===== src/ddh_map.svh =====
`ifndef DDH_MAP_SVH
`define DDH_MAP_SVH
`define DDH_CTRL 8'h00
`define DDH_ADDR_LO 8'h04
`define DDH_ADDR_HI 8'h08
`define DDH_BURST 8'h0c
`define DDH_STATUS 8'h10
`define DDH_SEED 8'h14
`define DDH_STRB 8'h18
`define DDH_RSUM 8'h1c
`define DDH_B_WR 0
`define DDH_B_RD 1
`define DDH_B_PRST 2
`define DDH_B_APC 3
`define DDH_B_ALLS 4
`define DDH_B_COBUF 5
`define DDH_B_LOCK 6
`define DDH_CTRL_RST 7'h00
`define DDH_BURST_RST 32'h0000_1600
`define DDH_ALLS_MAXLEN 8'h0f
`endif


===== src/ddh_pkg.sv =====
package ddh_pkg;
   typedef logic [7:0] ddh_avaddr_t;
   typedef logic [32:0] ddh_axaddr_t;
   typedef enum logic [2:0] {
      DDH_IDLE = 3'b000,
      DDH_WADDR = 3'b001,
      DDH_WDATA = 3'b011,
      DDH_WRESP = 3'b010,
      DDH_RADDR = 3'b110,
      DDH_RDATA = 3'b111
   } ddh_state_t;
   typedef enum logic [1:0] {
      DDH_INCR = 2'b01,
      DDH_WRAP = 2'b10
   } ddh_burst_t;
endpackage


===== src/ddh_axi_host.sv =====
// Operation
// [RL1] Port reset output holds the AXI port in reset while low
// [RL2] Data buses are 512 bits, write strobes 64 bits, one per byte
// [RL3] Device tags each write response and read beat with the transaction ID
// [RL4] Burst type 01 is incrementing, 10 wrapping; other types are refused
// [RL5] A 33-bit start byte address is presented on each address channel
// [RL6] An 8-bit length and 3-bit size accompany each address
// [RL7] Device raises read-last only on the final read beat
// [RL8] Write-last is asserted on exactly the final write beat
// [RL9] All-strobes writes are limited to 16 beats
// [RL10] A QoS identifier accompanies every read and write address
// [RL11] Write response completes when valid and ready meet in one cycle
// [RL12] Read beat transfers when read-valid and read-ready meet
// [RL13] Device raises address-ready only when it can take the address
// [RL14] Device raises write-ready only when it can take the data
// [RL15] Device returns a 2-bit response on read and write responses
// [RL16] A lock-type bit accompanies both address channels
// [RL17] A 4-bit memory type accompanies every write address
// [RL18] Controller core clock runs at a quarter of the data rate
// [RL19] PHY clock runs at half the data rate
// [RL20] Valid and payload stay stable until the matching ready
// [RL21] Auto-precharge and coherent-bufferable requests travel per transaction
`timescale 1ns/1ps
`include "ddh_map.svh"
module ddh_axi_host #(
   parameter int DATA_W = 512,
   parameter int ID_W = 6
) (
   // System
   input wire logic clk,
   input wire logic nrst,
   // Avalon-MM slave
   input wire ddh_pkg::ddh_avaddr_t avs_address,
   input wire logic avs_read,
   input wire logic avs_write,
   input wire logic [31:0] avs_writedata,
   output logic [31:0] avs_readdata,
   output logic avs_waitrequest,
   // Clocks and port reset
   output logic controller_core_clock,
   output logic phy_half_rate_clock,
   output logic axi_aresetn,
   // Write address
   output ddh_pkg::ddh_axaddr_t awaddr,
   output logic [1:0] awburst,
   output logic [ID_W-1:0] awid,
   output logic [7:0] awlen,
   output logic [2:0] awsize,
   output logic awvalid,
   input wire logic awready,
   output logic awlock,
   output logic awqos,
   output logic [3:0] awcache,
   output logic write_autoprecharge_req,
   output logic write_all_strobes_flag,
   output logic write_coherent_bufferable_sel,
   // Write data
   output logic [DATA_W-1:0] wdata,
   output logic [DATA_W/8-1:0] wstrb,
   output logic wlast,
   output logic wvalid,
   input wire logic wready,
   // Write response
   input wire logic [ID_W-1:0] bid,
   input wire logic [1:0] bresp,
   input wire logic bvalid,
   output logic bready,
   // Read address
   output ddh_pkg::ddh_axaddr_t araddr,
   output logic [1:0] arburst,
   output logic [ID_W-1:0] arid,
   output logic [7:0] arlen,
   output logic [2:0] arsize,
   output logic arvalid,
   input wire logic arready,
   output logic arlock,
   output logic arqos,
   output logic read_autoprecharge_req,
   // Read data
   input wire logic [DATA_W-1:0] rdata,
   input wire logic [ID_W-1:0] rid,
   input wire logic rlast,
   input wire logic [1:0] rresp,
   input wire logic rvalid,
   output logic rready
);
   import ddh_pkg::*;
   localparam int REP = DATA_W / 32;
   logic rs1, rst_n;
   logic [6:0] ctrl;
   logic [32:0] addr_q;
   logic [31:0] burst_q, seed, strb_q, rsum;
   logic busy_n, done, id_err, last_err, rej;
   logic [1:0] bresp_q, rresp_q;
   logic [ID_W-1:0] tag_q;
   logic [7:0] beat;
   logic div;
   ddh_state_t state, next_state;
   logic [31:0] fold;
   wire [6:0] cmd = {avs_writedata[6:2], 2'h0};
   // Reset release
   always_ff @(posedge clk or negedge nrst) begin
      if (!nrst) begin
         rs1 <= 1'b0;
         rst_n <= 1'b0;
      end else begin
         rs1 <= 1'b1;
         rst_n <= rs1;
      end
   end

   // Bus decode
   wire acc = avs_write && !avs_waitrequest;
   wire w_ctrl = acc && avs_address == `DDH_CTRL;
   wire [7:0] len = burst_q[7:0];
   wire [1:0] btype = burst_q[13:12];
   wire bt_ok = btype == DDH_INCR || btype == DDH_WRAP; // [RL4]
   wire alls_ok = !cmd[`DDH_B_ALLS] || len <= `DDH_ALLS_MAXLEN; // [RL9]
   wire idle = state == DDH_IDLE && !ctrl[`DDH_B_PRST] && !cmd[`DDH_B_PRST];
   wire ask_wr = w_ctrl && avs_writedata[`DDH_B_WR];
   wire ask_rd = w_ctrl && avs_writedata[`DDH_B_RD] && !ask_wr;
   wire go_wr = ask_wr && idle && bt_ok && alls_ok;
   wire go_rd = ask_rd && idle && bt_ok;
   wire go = go_wr || go_rd;
   wire bad = (ask_wr || ask_rd) && idle && !go;
   wire aw_hs = awvalid && awready;
   wire w_hs = wvalid && wready;
   wire b_hs = bvalid && bready; // [RL11]
   wire ar_hs = arvalid && arready;
   wire r_hs = rvalid && rready; // [RL12]
   wire fin = (b_hs && state == DDH_WRESP) || (r_hs && rlast);
   wire [7:0] next_beat = go ? 8'h00 : (w_hs || r_hs) ? beat + 8'h01 : beat;
   wire [31:0] status = {13'h0, rej, last_err, id_err, 2'h0,
      tag_q, 2'h0, rresp_q, bresp_q, done, !busy_n};
   wire [31:0] rd_mux =
      avs_address == `DDH_CTRL ? {25'h0, ctrl} :
      avs_address == `DDH_ADDR_LO ? addr_q[31:0] :
      avs_address == `DDH_ADDR_HI ? {31'h0, addr_q[32]} :
      avs_address == `DDH_BURST ? burst_q :
      avs_address == `DDH_STATUS ? status :
      avs_address == `DDH_SEED ? seed :
      avs_address == `DDH_STRB ? strb_q :
      avs_address == `DDH_RSUM ? rsum : 32'h0;

   // One wait state per access
   always_ff @(posedge clk or negedge rst_n) begin
      if (!rst_n) begin
         avs_waitrequest <= 1'b1;
         avs_readdata <= 32'h0;
      end else begin
         avs_waitrequest <= !((avs_read || avs_write) && avs_waitrequest);
         avs_readdata <= rd_mux;
      end
   end

   // Software registers
   always_ff @(posedge clk or negedge rst_n) begin
      if (!rst_n) begin
         ctrl <= `DDH_CTRL_RST;
         addr_q <= 33'h0;
         burst_q <= `DDH_BURST_RST;
         seed <= 32'h0;
         strb_q <= 32'hffff_ffff;
      end else begin
         if (w_ctrl)
            ctrl <= cmd;
         if (acc && avs_address == `DDH_ADDR_LO)
            addr_q[31:0] <= avs_writedata;
         if (acc && avs_address == `DDH_ADDR_HI)
            addr_q[32] <= avs_writedata[0];
         if (acc && avs_address == `DDH_BURST)
            burst_q <= avs_writedata;
         if (acc && avs_address == `DDH_SEED)
            seed <= avs_writedata;
         if (acc && avs_address == `DDH_STRB)
            strb_q <= avs_writedata;
      end
   end

   // Clock dividers
   always_ff @(posedge clk or negedge rst_n) begin
      if (!rst_n) begin
         div <= 1'b0;
         phy_half_rate_clock <= 1'b0;
         controller_core_clock <= 1'b0;
         axi_aresetn <= 1'b0;
      end else begin
         div <= !div;
         phy_half_rate_clock <= !phy_half_rate_clock; // [RL19]
         if (div)
            controller_core_clock <= !controller_core_clock; // [RL18]
         axi_aresetn <= !ctrl[`DDH_B_PRST]; // [RL1]
      end
   end

   // Transaction sequencing
   always_comb begin
      case (state)
         DDH_IDLE: next_state = go_wr ? DDH_WADDR : go_rd ? DDH_RADDR : DDH_IDLE;
         DDH_WADDR: next_state = aw_hs ? DDH_WDATA : DDH_WADDR; // [RL20]
         DDH_WDATA: next_state = (w_hs && wlast) ? DDH_WRESP : DDH_WDATA;
         DDH_WRESP: next_state = b_hs ? DDH_IDLE : DDH_WRESP;
         DDH_RADDR: next_state = ar_hs ? DDH_RDATA : DDH_RADDR;
         DDH_RDATA: next_state = (r_hs && rlast) ? DDH_IDLE : DDH_RDATA;
         default: next_state = DDH_IDLE;
      endcase
   end

   always_comb begin
      fold = 32'h0;
      for (int i = 0; i < REP; i++)
         fold = fold ^ rdata[i*32 +: 32];
   end

   // Channel outputs
   always_ff @(posedge clk or negedge rst_n) begin
      if (!rst_n) begin
         state <= DDH_IDLE;
         beat <= 8'h00;
         awvalid <= 1'b0;
         wvalid <= 1'b0;
         wlast <= 1'b0;
         bready <= 1'b0;
         arvalid <= 1'b0;
         rready <= 1'b0;
         wdata <= '0;
      end else begin
         state <= next_state;
         beat <= next_beat;
         awvalid <= next_state == DDH_WADDR; // [RL20]
         wvalid <= next_state == DDH_WDATA;
         wlast <= next_state == DDH_WDATA && next_beat == len; // [RL8]
         wdata <= {REP{seed + {24'h0, next_beat}}}; // [RL2]
         bready <= next_state == DDH_WRESP;
         arvalid <= next_state == DDH_RADDR;
         rready <= next_state == DDH_RDATA;
      end
   end

   // Address fields captured at start
   always_ff @(posedge clk or negedge rst_n) begin
      if (!rst_n) begin
         awaddr <= 33'h0;
         awlen <= 8'h00;
         awsize <= 3'h0;
         awburst <= DDH_INCR;
         awid <= '0;
         awqos <= 1'b0;
         awcache <= 4'h0;
         awlock <= 1'b0;
         write_autoprecharge_req <= 1'b0;
         write_all_strobes_flag <= 1'b0;
         write_coherent_bufferable_sel <= 1'b0;
         wstrb <= '0;
      end else if (go) begin
         awaddr <= addr_q; // [RL5]
         awlen <= len; // [RL6]
         awsize <= burst_q[10:8];
         awburst <= btype; // [RL4]
         awid <= burst_q[16 +: ID_W];
         awqos <= burst_q[24]; // [RL10]
         awcache <= burst_q[31:28]; // [RL17]
         awlock <= cmd[`DDH_B_LOCK]; // [RL16]
         write_autoprecharge_req <= cmd[`DDH_B_APC]; // [RL21]
         write_all_strobes_flag <= cmd[`DDH_B_ALLS];
         write_coherent_bufferable_sel <= cmd[`DDH_B_COBUF];
         wstrb <= cmd[`DDH_B_ALLS] ? '1 : {(DATA_W/256){strb_q}}; // [RL2]
      end
   end
   assign araddr = awaddr;
   assign arlen = awlen;
   assign arsize = awsize;
   assign arburst = awburst;
   assign arid = awid;
   assign arqos = awqos;
   assign arlock = awlock;
   assign read_autoprecharge_req = write_autoprecharge_req;

   // Status capture
   always_ff @(posedge clk or negedge rst_n) begin
      if (!rst_n) begin
         busy_n <= 1'b1;
         {done, id_err, last_err, rej} <= 4'h0;
         {bresp_q, rresp_q} <= 4'h0;
         tag_q <= '0;
         rsum <= 32'h0;
      end else begin
         busy_n <= next_state == DDH_IDLE;
         if (go)
            {done, id_err, last_err, rej} <= 4'h0;
         else begin
            done <= done || fin;
            rej <= rej || bad; // [RL9]
            id_err <= id_err || (b_hs && bid != awid) || (r_hs && rid != arid); // [RL3]
            last_err <= last_err || (r_hs && rlast != (beat == arlen)); // [RL7]
         end
         if (b_hs) begin
            bresp_q <= bresp; // [RL15]
            tag_q <= bid;
         end
         if (r_hs) begin
            rresp_q <= rresp; // [RL15]
            tag_q <= rid;
         end
         if (go_rd)
            rsum <= 32'h0;
         else if (r_hs)
            rsum <= rsum ^ fold;
      end
   end
endmodule


===== config.mk =====
export PLATFORM = sky130hd
export DESIGN_NAME = ddh_axi_host
export DESIGN_NICKNAME = d
export VERILOG_FILES = /design/src/ddh_pkg.sv /design/src/ddh_axi_host.sv
export VERILOG_INCLUDE_DIRS = /design/src
export SDC_FILE = /design/constraint.sdc
export NUM_CORES = 1
export LEC_CHECK = 0
export ABC_CLOCK_PERIOD_IN_PS = 10300
export BUFFER_PORTS_ARGS = -buffer_cell sky130_fd_sc_hd__buf_2
export CORE_AREA = 4 4 506 508
export DETAILED_ROUTE_END_ITERATION = 7
export DIE_AREA = 0 0 510 512
export PLACE_DENSITY_LB_ADDON = 0.08
export REMOVE_ABC_BUFFERS = 1
export SETUP_SLACK_MARGIN = 0.4
export SLEW_MARGIN = 5
export SYNTH_ARGS = -nofsm -noshare
export SYNTH_HDL_FRONTEND = slang
export SYNTH_SLANG_ARGS = --single-unit

===== constraint.sdc =====
create_clock -name clk -period 10.3 [get_ports clk]
set_input_delay 0 -clock clk [delete_from_list [all_inputs] [get_ports clk]]
set_output_delay 0 -clock clk [all_outputs]
set_load 0.05 [all_outputs]

-- Yosys cells after proc, flatten, opt, wreduce, memory -nomap -nowiden
Index checks and enable logic that the tools add are counted.
- flip-flop bits (word level): 874
- bits of input ports: 578
- output and inout bits: 734
- logic and storage cells: 174
- add/sub/neg operators: 2
- magnitude comparators: 1
- equal/unequal tests: 24
- mux-type cells: 27
- bitwise gates (word level): 16
- reduce and logical (&&, ||, !) cells: 60
- operators with widths (cell ; number):
    XOR 32 bit ; 16
    2-to-1 mux 32 bit ; 10
    2-to-1 mux 64 bit ; 1
    adder 32 x 8 -> 32 bit ; 1
    equality test 8 x 5 -> 1 bit, second input constant ; 4
    logical AND 1 bit ; 32
    case mux 3 bit (6 select lines) ; 1
    equality test 8 x 4 -> 1 bit, second input constant ; 2
    equality test 8 bit ; 2
    2-to-1 mux 8 bit ; 2
    equality test 3 x 2 -> 1 bit, second input constant ; 4
    equality test 3 bit, second input constant ; 4
    logical OR 1 bit ; 12
    2-to-1 mux 6 bit ; 2
    inequality test 6 bit ; 2
    zero test 1 bit ; 11
    2-to-1 mux 3 bit ; 3
    adder 8 x 1 -> 8 bit, second input constant ; 1
    equality test 8 x 3 -> 1 bit, second input constant ; 1
    <= comparator 8 x 4 -> 1 bit, second input constant ; 1
    zero test 8 bit ; 1
    equality test 3 x 1 -> 1 bit, second input constant ; 2
    zero test 3 bit ; 2
    2-to-1 mux 1 bit ; 6
    other kinds (5) ; 7

-- Longest topological paths before layout
Gate-level depths: netlist (run 1).
- word-level depth: 18
- gate-level depth with buffers: 17
- depth with buffers taken out: 12

-- Least setup slack after synthesis (run 1)
OpenSTA, ideal clock, no wires.
- path type: reg-to-reg
- start point: register burst_q[6]
- end point: register wdata[502]
- library setup time: 0.080 ns
- data arrival time: 3.748 ns
- data required time: 10.220 ns
- path slack: 6.472 ns
- cell stages (with the launch flop): 18
- path buffers: 5
- clock period less this slack: 3.828 ns
- cells stage by stage: dfrtp_1 buf_6 or4_4 nand3_1 and4_1 buf_2 buf_4 buf_2 a21oi_1 ha_1 fa_1 a21o_1 a21oi_1 o21bai_1 a2111o_1 clkbuf_1 nand4_1 xnor2_1
- cells in the longest elaborated chain, start to end: 6
- RTL lines (item ; line ; RTL):
    from (decl) ; ddh_axi_host.sv:92 ; logic [31:0] burst_q, seed, strb_q, rsum;
    from (signal assigned) ; ddh_axi_host.sv:161 ; burst_q <= `DDH_BURST_RST;
    from (signal assigned) ; ddh_axi_host.sv:172 ; burst_q <= avs_writedata;
    <= comparator 8 x 4 -> 1 bit (no line) ; -- ;
    logical OR 1 bit (no line) ; -- ;
    logical AND 1 bit ; ddh_axi_host.sv:122 ; wire go_wr = ask_wr && idle && bt_ok && alls_ok;
    logical OR 1 bit ; ddh_axi_host.sv:124 ; wire go = go_wr || go_rd;
    2-to-1 mux 8 bit ; ddh_axi_host.sv:132 ; wire [7:0] next_beat = go ? 8'h00 : (w_hs || r_hs) ? beat + 8'h01 : beat;
    named net next_beat[0] ; ddh_axi_host.sv:132 ;
    adder 32 x 8 -> 32 bit ; ddh_axi_host.sv:233 ; wdata <= {REP{seed + {24'h0, next_beat}}};
    to (signal assigned) ; ddh_axi_host.sv:233 ;
    to (decl) ; ddh_axi_host.sv:58 ; output logic [DATA_W-1:0] wdata,
The timed path passes the listed nets, and every way through them passes these cells.
A chain may end at the register's enable or synchronous reset.

-- Worst setup path after layout (run 1)
- start point: input port avs_address[0]
- end point: register wdata[495]
- cells in the longest elaborated chain, start to end: 10
- elaborated cells on any way between the ends: 14
- classes of those cells: add/sub (1); mux (1); reduce/logical (12)
- RTL lines (item ; line ; RTL):
    from (decl) ; ddh_axi_host.sv:33 ; input wire ddh_pkg::ddh_avaddr_t avs_address,
    zero test 8 bit (no line) * ; -- ;
    logical AND 1 bit (no line) * ; -- ;
    logical AND 1 bit ; ddh_axi_host.sv:120 ; wire ask_wr = w_ctrl && avs_writedata[`DDH_B_WR];
    zero test 1 bit ; ddh_axi_host.sv:121 ; wire ask_rd = w_ctrl && avs_writedata[`DDH_B_RD] && !ask_wr;
    logical AND 1 bit ; ddh_axi_host.sv:121 ;
    logical AND 1 bit (2 in a row) ; ddh_axi_host.sv:123 ; wire go_rd = ask_rd && idle && bt_ok;
    logical OR 1 bit * ; ddh_axi_host.sv:124 ;
    2-to-1 mux 8 bit * ; ddh_axi_host.sv:132 ;
    named net next_beat[2] ; ddh_axi_host.sv:132 ;
    adder 32 x 8 -> 32 bit * ; ddh_axi_host.sv:233 ;
The timed path passes the listed nets; every way through them passes the cells marked *.

==> flow_summary.ini, run 1 <==
[pwr]
power.switching_mw = 1.47
clkPwrFrac_pct = 46.7
swShare_pct = 31.4
p_seq_share_pct = 32.1
p_int_mw = 3.21
ir_drop_uv = 116
combPwrFrac_pct = 21.2
pwr_density_cell_nw_per_um2 = 140
p_leak_nw = 16.7

[critical_path]
crit_buf_inv = 3
crit_type = input port to flip-flop
crit_family = simple AND/OR/NAND/NOR gates
critPathArrivalTime_ns = 5.50
cp_slowest_cell = and4_4
start_kind = input port
end_kind = flip-flop
cp_max_fo = 44
path_cells = dlygate4sd3_1 -> buf_2 -> nor3_2 -> and2_1 -> and4_4 -> buf_4 -> nor2_1 -> ha_1 -> a21oi_1 -> nand2b_1 -> a211oi_4 -> o21ai_0 -> xnor2_1
worst_path_largest_cell_delay_ns = 0.75
required_ns = 10.81

[detailed_routing]
wl_per_cell_um = 22.7
vias_per_cell = 2.98
firstDrtPassIters = 7
via_count = 19800
drt_iter0_drc = 860
drc = 0
routed_wirelength_mm = 151
drtAntennaViolNets = 0

[timing]
hold_violations = 0
drv_slew = 0
period_needed_ns = 4.99
clock_skew_ns = 0.0131
fin_crit_sh_pct = 48.4
max_freq_ghz = 0.200
worst_pin_slew_ns = 1.08
rsz0062_at_grt = no
setup_viol = 0
fin_ws_ns = 5.31
finalSetupTns_ns = 0
slew_headroom_pct = 28.0

[synth]
synth_seq_cells = 362
synth_fa_ha_area_share_pct = 0.552
synthXorXnorAreaFrac_pct = 19.8
synth_top_area_share_pct = 33.7
synthArstFlopShare_pct = 100
yosys.area.top_type = dfrtp_1
synth_top_family_by_area = XOR/XNOR gates
synthMuxAreaShare_pct = 7.00
synth_edf_count = 0
yosys-top-cells-count = 568 x buf_4, 455 x xnor2_1, 324 x dfrtp_1, 235 x nand2_1, 129 x mux2_2
synth_area_um2 = 24000
netlist_top_cells_area = dfrtp_1 34%, buf_4 18%, xnor2_1 17%, mux2_2 6.0%, dfstp_2 4.2%
synthCells = 2433
synth-simple-area-share_pct = 9.52
synth_compound_area_share_pct = 5.88
syn_area_per_cell_um2 = 9.88
synth_most_common_cell = buf_4
ys_types = 62
synth_warnings = 0
yosys_most_used_dff = dfrtp_1
seq_area_frac_synth_pct = 37.9

[clock_network]
clock_latency_ns = 0.64
max-clock-path-buffers = 3
cts.clk_slew.worst_paths_ns = 0.06
cts_tree = built
numCtsBuffers = 58
cts_root_buf = clkbuf_16
cts.repair.resized = 0
h-tree-depth = 2
post-cts-setup-buffer-count = 0
clock-sinks = 362

[placed_design]
port_buffers = 1311
dp.cells = 6469
place_ws_ns = 4.86
place.gp.congestion = 0.697
dp_hpwl_mm = 117

[cells_and_area]
fin_nets = 3839
final_cells = 6662
n_fill_cell = 28700
area_growth_pct = 38.8
drive_gt1_share_pct = 49.8

[run]
maxCapViolations = 0

[outcome]
outcome = completed

[floorplanning]
die_area_um2 = 261000
die_y_um = 512
initial_core_util_pct = 9.57
rows = 184
io_pins = 1312
die_w_um = 510
core_area_um2 = 251000

[min_path]
hp-class = input port to flip-flop

[global_routing]
grt_usage_pct = 11.0
grt_pass1_wl_mm = 195
grt_pass1_vias = 21000
grt_overflow = 0
grt_max_degree = 112
antenna_found_initial = 43
[per-layer routing]
| metal | wire (um) | vias up | GRT usage (%) |
|---|---|---|---|
| met5 | 21 | - | 0 |
| met4 | 2550 | 4 | 1.97 |
| met3 | 8200 | 112 | 2.04 |
| met2 | 78100 | 928 | 20.3 |
| met1 | 62200 | 9617 | 13.3 |
| li1 | - | 9160 | - |
[layout by cell type, fill, tap and decap left out, types with 43 or more instances in the layout]
cell / count
o21ai_0: 43
nand2_1: 231
a21oi_1: 52
dfrtp_1: 312
xnor2_1: 455
buf_2: 1310
xor2_1: 87
nor2_1: 101
mux2_2: 129
clkbuf_16: 59
dlygate4sd3_1: 70
[cells by family (layout without fill, tap and decap cells)]
logic type	after synthesis	count (layout)
AOI/OAI and AO/OA	206	206
xor gates and xnor gates	543	543
adders and majority gates	10	10
buffers and inverters	657	1524
DFF	362	362
muxes	151	151
other	1	15
and+or+nand+nor	503	503
[flip-flops by register name, summed over array words and instances (netlist names), 8 cells and up]
register	flops
burst_q	32
wdata	32
seed	32
wstrb	32
addr_q	33
beat	8
avs_readdata	32
strb_q	32
araddr	33
arlen	8
rsum	32
[repair_timing]
item,CTS,global route
endpoints found under the hold margin,161,0
hold buffers,70,0
endpoints found under the setup margin,0,0
[final cells by class]
cell class	count	area (um2)	share of cell area, %
antenna	14	35.0	0.105
clock buffer	81	1720	5.16
clock inverter	28	364	1.09
inverter	6	22.5	0.0675
multi-input combinational	1414	10400	31.1
sequential	362	9120	27.4
tap	3348	4190	12.6
timing repair buffer	1409	7510	22.5
[metrics by stage]
| step | hold slack (ns) | power, mW | util, % | cell area, um2 |
|---|---|---|---|---|
| 2_1_floorplan | -0.296 | 2.12 | - | 19400 |
| 3_3_place_gp | -0.211 | 2.54 | 12.2 | 30500 |
| 3_5_place_dp | -0.205 | 2.54 | 12.2 | 30500 |
| 4_1_cts | 0.00812 | 4.84 | 13.3 | 33300 |
| 5_1_grt | 0.0787 | 4.93 | 13.3 | 33300 |
| 6_report | 0.0664 | 4.68 | 13.3 | 33300 |
[path summary, 6_finish.rpt]
| check | startpoint | endpoint | slack, ns | depth (start not counted) |
|---|---|---|---|---|
| worst max register to register | avs_waitrequest$_DFF_PN1_ | wdata[495]$_DFF_PN0_ | 5.43 | 11 |
| min in group asynchronous | nrst | rst_n$_DFF_PN0_ | 0.24 | 3 |
| max in group asynchronous | rst_n$_DFF_PN0_ | avs_readdata[13]$_DFF_PN0_ | 7.99 | 2 |
| worst min register to register | rs1$_DFF_PN0_ | rst_n$_DFF_PN0_ | 0.34 | 0 |
| worst max-delay path | avs_address[0] | wdata[495]$_DFF_PN0_ | 5.31 | 13 |
| worst min-delay path | avs_address[1] | avs_readdata[10]$_DFF_PN0_ | 0.07 | 4 |
[power groups by stage]
stage               clock network (mW)  registers, mW  logic (mW)
floorplan                            0           1.70       0.418
global placement                     0           1.53        1.00
detailed placement                   0           1.53        1.01
CTS                               2.31           1.51        1.03
global route                      2.35           1.51        1.08
finish                            2.19           1.50       0.989
[tightest hold or removal path, delay by kind of cell]
kind / cells / cell delay (ns)
buffers and inverters: 1 / 0.12
AND/OR/NAND/NOR: 2 / 0.38
AO/OA/AOI/OAI: 1 / 0.14
Note: power is estimated with default switching activity, not from simulation.
==> run 2, diff against run 1 <==
--- a/config.mk
+++ b/config.mk
@@ -6,11 +6,11 @@
 export SDC_FILE = /design/constraint.sdc
 export NUM_CORES = 1
 export LEC_CHECK = 0
-export ABC_CLOCK_PERIOD_IN_PS = 10300
+export ABC_CLOCK_PERIOD_IN_PS = 4850
 export BUFFER_PORTS_ARGS = -buffer_cell sky130_fd_sc_hd__buf_2
-export CORE_AREA = 4 4 506 508
+export CORE_AREA = 4 4 513 515
 export DETAILED_ROUTE_END_ITERATION = 7
-export DIE_AREA = 0 0 510 512
+export DIE_AREA = 0 0 517 519
 export PLACE_DENSITY_LB_ADDON = 0.08
 export REMOVE_ABC_BUFFERS = 1
 export SETUP_SLACK_MARGIN = 0.4
==> constraint.sdc (replaced) <==
create_clock -name clk -period 4.85 [get_ports clk]
set_input_delay 0 -clock clk [delete_from_list [all_inputs] [get_ports clk]]
set_output_delay 0 -clock clk [all_outputs]
set_load 0.05 [all_outputs]
==> run 2 against run 1 <==
Against the previous run:
- clock skew up 0.0040 ns
- combinational power up 120%
- non-clock buffer count up 33
- register-to-register slack worse by 4.5 ns
- critical path depth down 1
- final cell count up 1.4%
- setup slack worse by 4.4 ns
- hold slack worse by 0.0080 ns
- via count up 1.5%
- clock power up 92%
- critical path type is now flip-flop to flip-flop
- largest cell class unchanged
==> flow_summary.ini, run 2 (same netlist as run 1, synthesis figures left out) <==
[timing]
fin_ws_ns = 0.904
period_needed_ns = 3.95
slew_headroom_pct = 22.4
worst_pin_slew_ns = 1.16
hold_violations = 0
fin_crit_sh_pct = 81.4
hold_slack_ns = 0.0583
setup_viol = 0
rsz0062_at_grt = no
finalSetupTns_ns = 0
drv_slew = 0
clock_skew_ns = 0.0171
max_freq_ghz = 0.253

[clock_network]
cts_tree = built
clock-sinks = 362
h-tree-depth = 2
cts.clk_slew.worst_paths_ns = 0.06
cts.repair.resized = 0
cts_root_buf = clkbuf_16
numCtsBuffers = 57
max-clock-path-buffers = 3
clock_latency_ns = 0.66

[outcome]
outcome = completed

[placed_design]
port_buffers = 1311
place_ws_ns = 0.873
place_area_um2 = 30800
place.gp.congestion = 0.693
dp.cells = 6550
dp_hpwl_mm = 120

[floorplanning]
initial_core_util_pct = 9.29
io_pins = 1312
die_w_um = 517
die_y_um = 519
die_area_um2 = 268000
core_area_um2 = 259000
rows = 187

[global_routing]
grt_pass1_vias = 21200
grt_pass1_wl_mm = 198
grt_overflow = 0
grt_usage_pct = 10.9
grt_max_degree = 104
antenna_found_initial = 41

[cells_and_area]
area_growth_pct = 39.2
fin_nets = 3871
drive_gt1_share_pct = 49.5
final_common_cell = buf_2
fin_util_pct = 12.9
final_cells = 6752
stdcell_area_um2 = 33500
mostFrequentLayoutCells = 1310 x buf_2, 455 x xnor2_1, 317 x dfrtp_1, 231 x nand2_1, 129 x mux2_2

[pwr]
ir_drop_uv = 242
p_leak_nw = 16.8
clkPwrFrac_pct = 44.2
finalPower_mw = 9.49
combPwrFrac_pct = 22.5
p_seq_share_pct = 33.3
power.switching_mw = 3.08
pwr_density_cell_nw_per_um2 = 284
swShare_pct = 32.5
p_int_mw = 6.41

[critical_path]
end_kind = flip-flop
crit_type = flip-flop to flip-flop
cp_max_fo = 20
critPathArrivalTime_ns = 4.52
required_ns = 5.42
start_kind = flip-flop
ff2ff_path_depth = 12

[min_path]
hold-path-cell-count = 4
hp-class = input port to flip-flop

[detailed_routing]
vias_per_cell = 2.98
drc = 0
via_count = 20100
routed_wirelength_mm = 153
firstDrtPassIters = 5
wl_per_cell_um = 22.7
drt_iter0_drc = 866
drtAntennaViolNets = 0

[run]
maxCapViolations = 0
## run 2: changes by cell type in the layout (fill, tap and decap cells not counted), moves of 6 or more
cell and change:
dlygate4sd3_1 +6, diode_2 +9, bufinv_16 -6, buf_4 +24, clkinv_2 -6, clkbuf_1 +12
## run 2: timing repair
action / CTS / global route
buffers inserted: 0 / 0
hold buffers: 76 / 0
endpoints found under the hold margin: 163 / 0
## run 2: worst paths after layout
| check | from | endpoint | slack (ns) |
|---|---|---|---|
| min | avs_writedata[4] | write_all_strobes_flag$_DFFE_PN0N_ | 0.06 |
| max reg2reg | burst_q[6]$_DFFE_PN0P_ | wdata[508]$_DFF_PN0_ | 0.90 |
| max in group asynchronous | rst_n$_DFF_PN0_ | burst_q[10]$_DFFE_PN1P_ | 3.22 |
| min reg2reg | rs1$_DFF_PN0_ | rst_n$_DFF_PN0_ | 0.35 |
| max | burst_q[6]$_DFFE_PN0P_ | wdata[508]$_DFF_PN0_ | 0.90 |
| min in group asynchronous | nrst | rs1$_DFF_PN0_ | 0.22 |
## run 2: area by class of cell
type / instances / area, um2
antenna: 23 / 57.6
clock buffer: 90 / 1700
clock inverter: 13 / 125
fill: 29700 / 225000
inverter: 6 / 22.5
multi-input combinational: 1414 / 10400
sequential: 362 / 9120
tap: 3402 / 4260
timing repair buffer: 1442 / 7810
## run 2: metal layers
| layer | GRT usage, % | share of wire (%) | vias to the layer above |
|---|---|---|---|
| met5 | 0 | 0.036 | - |
| met1 | 12.9 | 40 | 9759 |
| met4 | 2.62 | 2.1 | 8 |
| li1 | - | - | 9242 |
| met2 | 20.3 | 52 | 975 |
| met3 | 1.96 | 5.8 | 129 |
## run 2: power by group through the flow
stage	Combinational (mW)	Clock, mW	Sequential [mW]
floorplan	0.887	0	3.61
global placement	2.17	0	3.22
detailed placement	2.17	0	3.22
CTS	2.23	4.49	3.17
global route	2.33	4.56	3.17
finish	2.14	4.20	3.16
## run 2: worst max-delay path: stages, from the launching register on
cell      delay [ns]
dfrtp_1         0.47
or4_4           0.58
nand3_1         0.19
and4_4          0.25
buf_4           0.29
nor2_1          0.13
ha_1            0.33
a21o_1          0.18
a21oi_1         0.23
o21bai_1        0.12
a2111o_1        0.70
nand4_1         0.23
xnor2_1         0.14
==> run 3, diff against run 2 <==
--- a/config.mk
+++ b/config.mk
@@ -6,11 +6,11 @@
 export SDC_FILE = /design/constraint.sdc
 export NUM_CORES = 1
 export LEC_CHECK = 0
-export ABC_CLOCK_PERIOD_IN_PS = 4850
+export ABC_CLOCK_PERIOD_IN_PS = 3400
 export BUFFER_PORTS_ARGS = -buffer_cell sky130_fd_sc_hd__buf_2
-export CORE_AREA = 4 4 513 515
+export CORE_AREA = 4 4 506 508
 export DETAILED_ROUTE_END_ITERATION = 7
-export DIE_AREA = 0 0 517 519
+export DIE_AREA = 0 0 510 512
 export PLACE_DENSITY_LB_ADDON = 0.08
 export REMOVE_ABC_BUFFERS = 1
 export SETUP_SLACK_MARGIN = 0.4
==> constraint.sdc (replaced) <==
create_clock -name clk -period 3.4 [get_ports clk]
set_input_delay 0 -clock clk [delete_from_list [all_inputs] [get_ports clk]]
set_output_delay 0 -clock clk [all_outputs]
set_load 0.05 [all_outputs]
==> run 3 against run 2 <==
Against the previous run:
- power is 45% higher
- first-iteration DRC count shrank 10%
- final cell count shrank 0.13%
- largest cell class unchanged
- clock power up 46%
- count of clock-buffer cells in the layout down 12
- sequential power grew 43%
- fmax grew 20%
- combinational power grew 43%
- global-route usage is 0.41 points higher
- via count decreased by 0.40%
==> flow_summary.ini, run 3 (same netlist as run 1, synthesis figures left out) <==
[outcome]
outcome = completed

[pwr]
finalPower_mw = 13.7
ir_drop_uv = 334
p_leak_nw = 17.0
pwr_density_cell_nw_per_um2 = 404

[critical_path]
reg2reg_slack_ns = 0.12
required_ns = 3.98
ff2ff_path_depth = 13
end_kind = flip-flop
critPathArrivalTime_ns = 3.85
timing.rr.start = burst_q[4]$_DFFE_PN0P_
r2r_end = wdata[500]$_DFF_PN0_
cp_max_fo = 12
crit_type = flip-flop to flip-flop
start_kind = flip-flop

[floorplanning]
die_y_um = 512
initial_core_util_pct = 9.57
die_area_um2 = 261000
core_area_um2 = 251000
die_w_um = 510
rows = 184
io_pins = 1312

[timing]
finalSetupTns_ns = 0
drv_slew = 0
rsz0062_at_grt = yes
period_needed_ns = 3.28
max_freq_ghz = 0.305
worst_pin_slew_ns = 1.14
hold_violations = 0
setup_viol = 0
slew_headroom_pct = 24.1
clock_skew_ns = 0.0208
fin_crit_sh_pct = 96.4

[global_routing]
grt_usage_pct = 11.3
grt_max_degree = 100
grt_overflow = 0
antenna_found_initial = 39
grt_pass1_wl_mm = 201
grt_pass1_vias = 21400

[min_path]
hold-path-cell-count = 7
min_from = rdata[216]
min_to = rsum[24]$_DFFE_PN0P_
hp-class = input port to flip-flop

[placed_design]
dp_hpwl_mm = 121
place.gp.congestion = 0.696
port_buffers = 1311

[detailed_routing]
wl_per_cell_um = 22.9
via_count = 20000
firstDrtPassIters = 5
routed_wirelength_mm = 155
drc = 0
drtAntennaViolNets = 0
drt_iter0_drc = 779
vias_per_cell = 2.97

[cells_and_area]
final_common_cell = buf_2
n_fill_cell = 28800
drive_gt1_share_pct = 50.9
fin_nets = 3914
mostFrequentLayoutCells = 1310 x buf_2, 455 x xnor2_1, 312 x dfrtp_1, 231 x nand2_1, 129 x mux2_2
area_growth_pct = 41.4

[clock_network]
cts_tree = built
max-clock-path-buffers = 3
clock-sinks = 362
numCtsBuffers = 56
cts_root_buf = clkbuf_16
clock_latency_ns = 0.66
cts.clk_slew.worst_paths_ns = 0.06
h-tree-depth = 2

[run]
maxCapViolations = 0
-- run 3: cell count changes in the layout (fill, tap and decap cells not counted), sizes merged --
cell	delta
clkinv	+10
clkinvlp	-1
bufinv	+3
buf	+43
inv	+1
clkbuf	-11
-- run 3: routing by layer --
layer	global-route usage, %	vias to the layer above	wire (um)
li1	-	9330	-
met2	20.7	903	79400
met5	0	-	27
met3	2.14	112	8430
met1	13.7	9683	64000
met4	2.36	4	2720
-- run 3: layout make-up --
class | instances | area (um2) | area share (%)
Tap cell | 3348 | 4190 | 12.3
Antenna cell | 23 | 57.6 | 0.169
Inverter | 6 | 22.5 | 0.0663
Multi-Input combinational cell | 1414 | 10500 | 30.8
Clock buffer | 78 | 1590 | 4.67
Clock inverter | 26 | 270 | 0.795
Timing Repair Buffer | 1486 | 8250 | 24.3
Sequential cell | 362 | 9120 | 26.8
-- run 3: how the worst max path moves through the flow --
stage | depth (start not counted) | startpoint | slack, ns | to
after global placement | 13 | burst_q[7]$_DFFE_PN0P_ | -0.14 | wdata[490]$_DFF_PN0_
final | 13 | burst_q[4]$_DFFE_PN0P_ | 0.12 | wdata[500]$_DFF_PN0_
after CTS | 13 | burst_q[4]$_DFFE_PN0P_ | 0.03 | wdata[500]$_DFF_PN0_
after global routing | 14 | burst_q[4]$_DFFE_PN0P_ | -0.03 | wdata[500]$_DFF_PN0_
after detailed placement | 13 | burst_q[7]$_DFFE_PN0P_ | -0.11 | wdata[498]$_DFF_PN0_
after floorplan | 0 | rst_n$_DFF_PN0_ | -7.37 | addr_q[0]$_DFFE_PN0P_
-- run 3: timing repair --
item | CTS | global route
endpoints found under the setup margin | 27 | 26
endpoints found under the hold margin | 163 | 0
hold buffers | 76 | 0
resized for setup | 9 | 24
pin swaps | 2 | 10
cloned | 0 | 1
setup buffers | 0 | 8
-- run 3: critical path, stage by stage, from the launching register on --
cell	delay [ns]
dfrtp_1	0.38
or4_4	0.58
nand3_2	0.11
and4_4	0.25
a21oi_4	0.04
ha_4	0.17
fa_2	0.34
a21o_1	0.20
a21oi_2	0.18
o21bai_2	0.09
a2111o_1	0.43
buf_12	0.18
nand4_1	0.10
xnor2_1	0.13
-- run 3: through the flow --
step                      instance area [um2]  setup WS [ns]  hold WS (ns)  instances  utilization [%]
final                                   34000          0.123         0.103       6743             13.5
after global placement                  31100         -0.135        -0.210       6531             12.4
after floorplan                         19400          -7.37        -0.296       1782                -
after global routing                    33900        -0.0336        0.0970       6727             13.5
after detailed placement                31100         -0.110        -0.205       6531             12.4
after CTS                               33700         0.0327        0.0103       6711             13.4
-- run 3: power by group --
part           internal, mW  switching (mW)
clock                  3.61            2.54
sequential             4.38           0.156
combinational          1.23            1.82
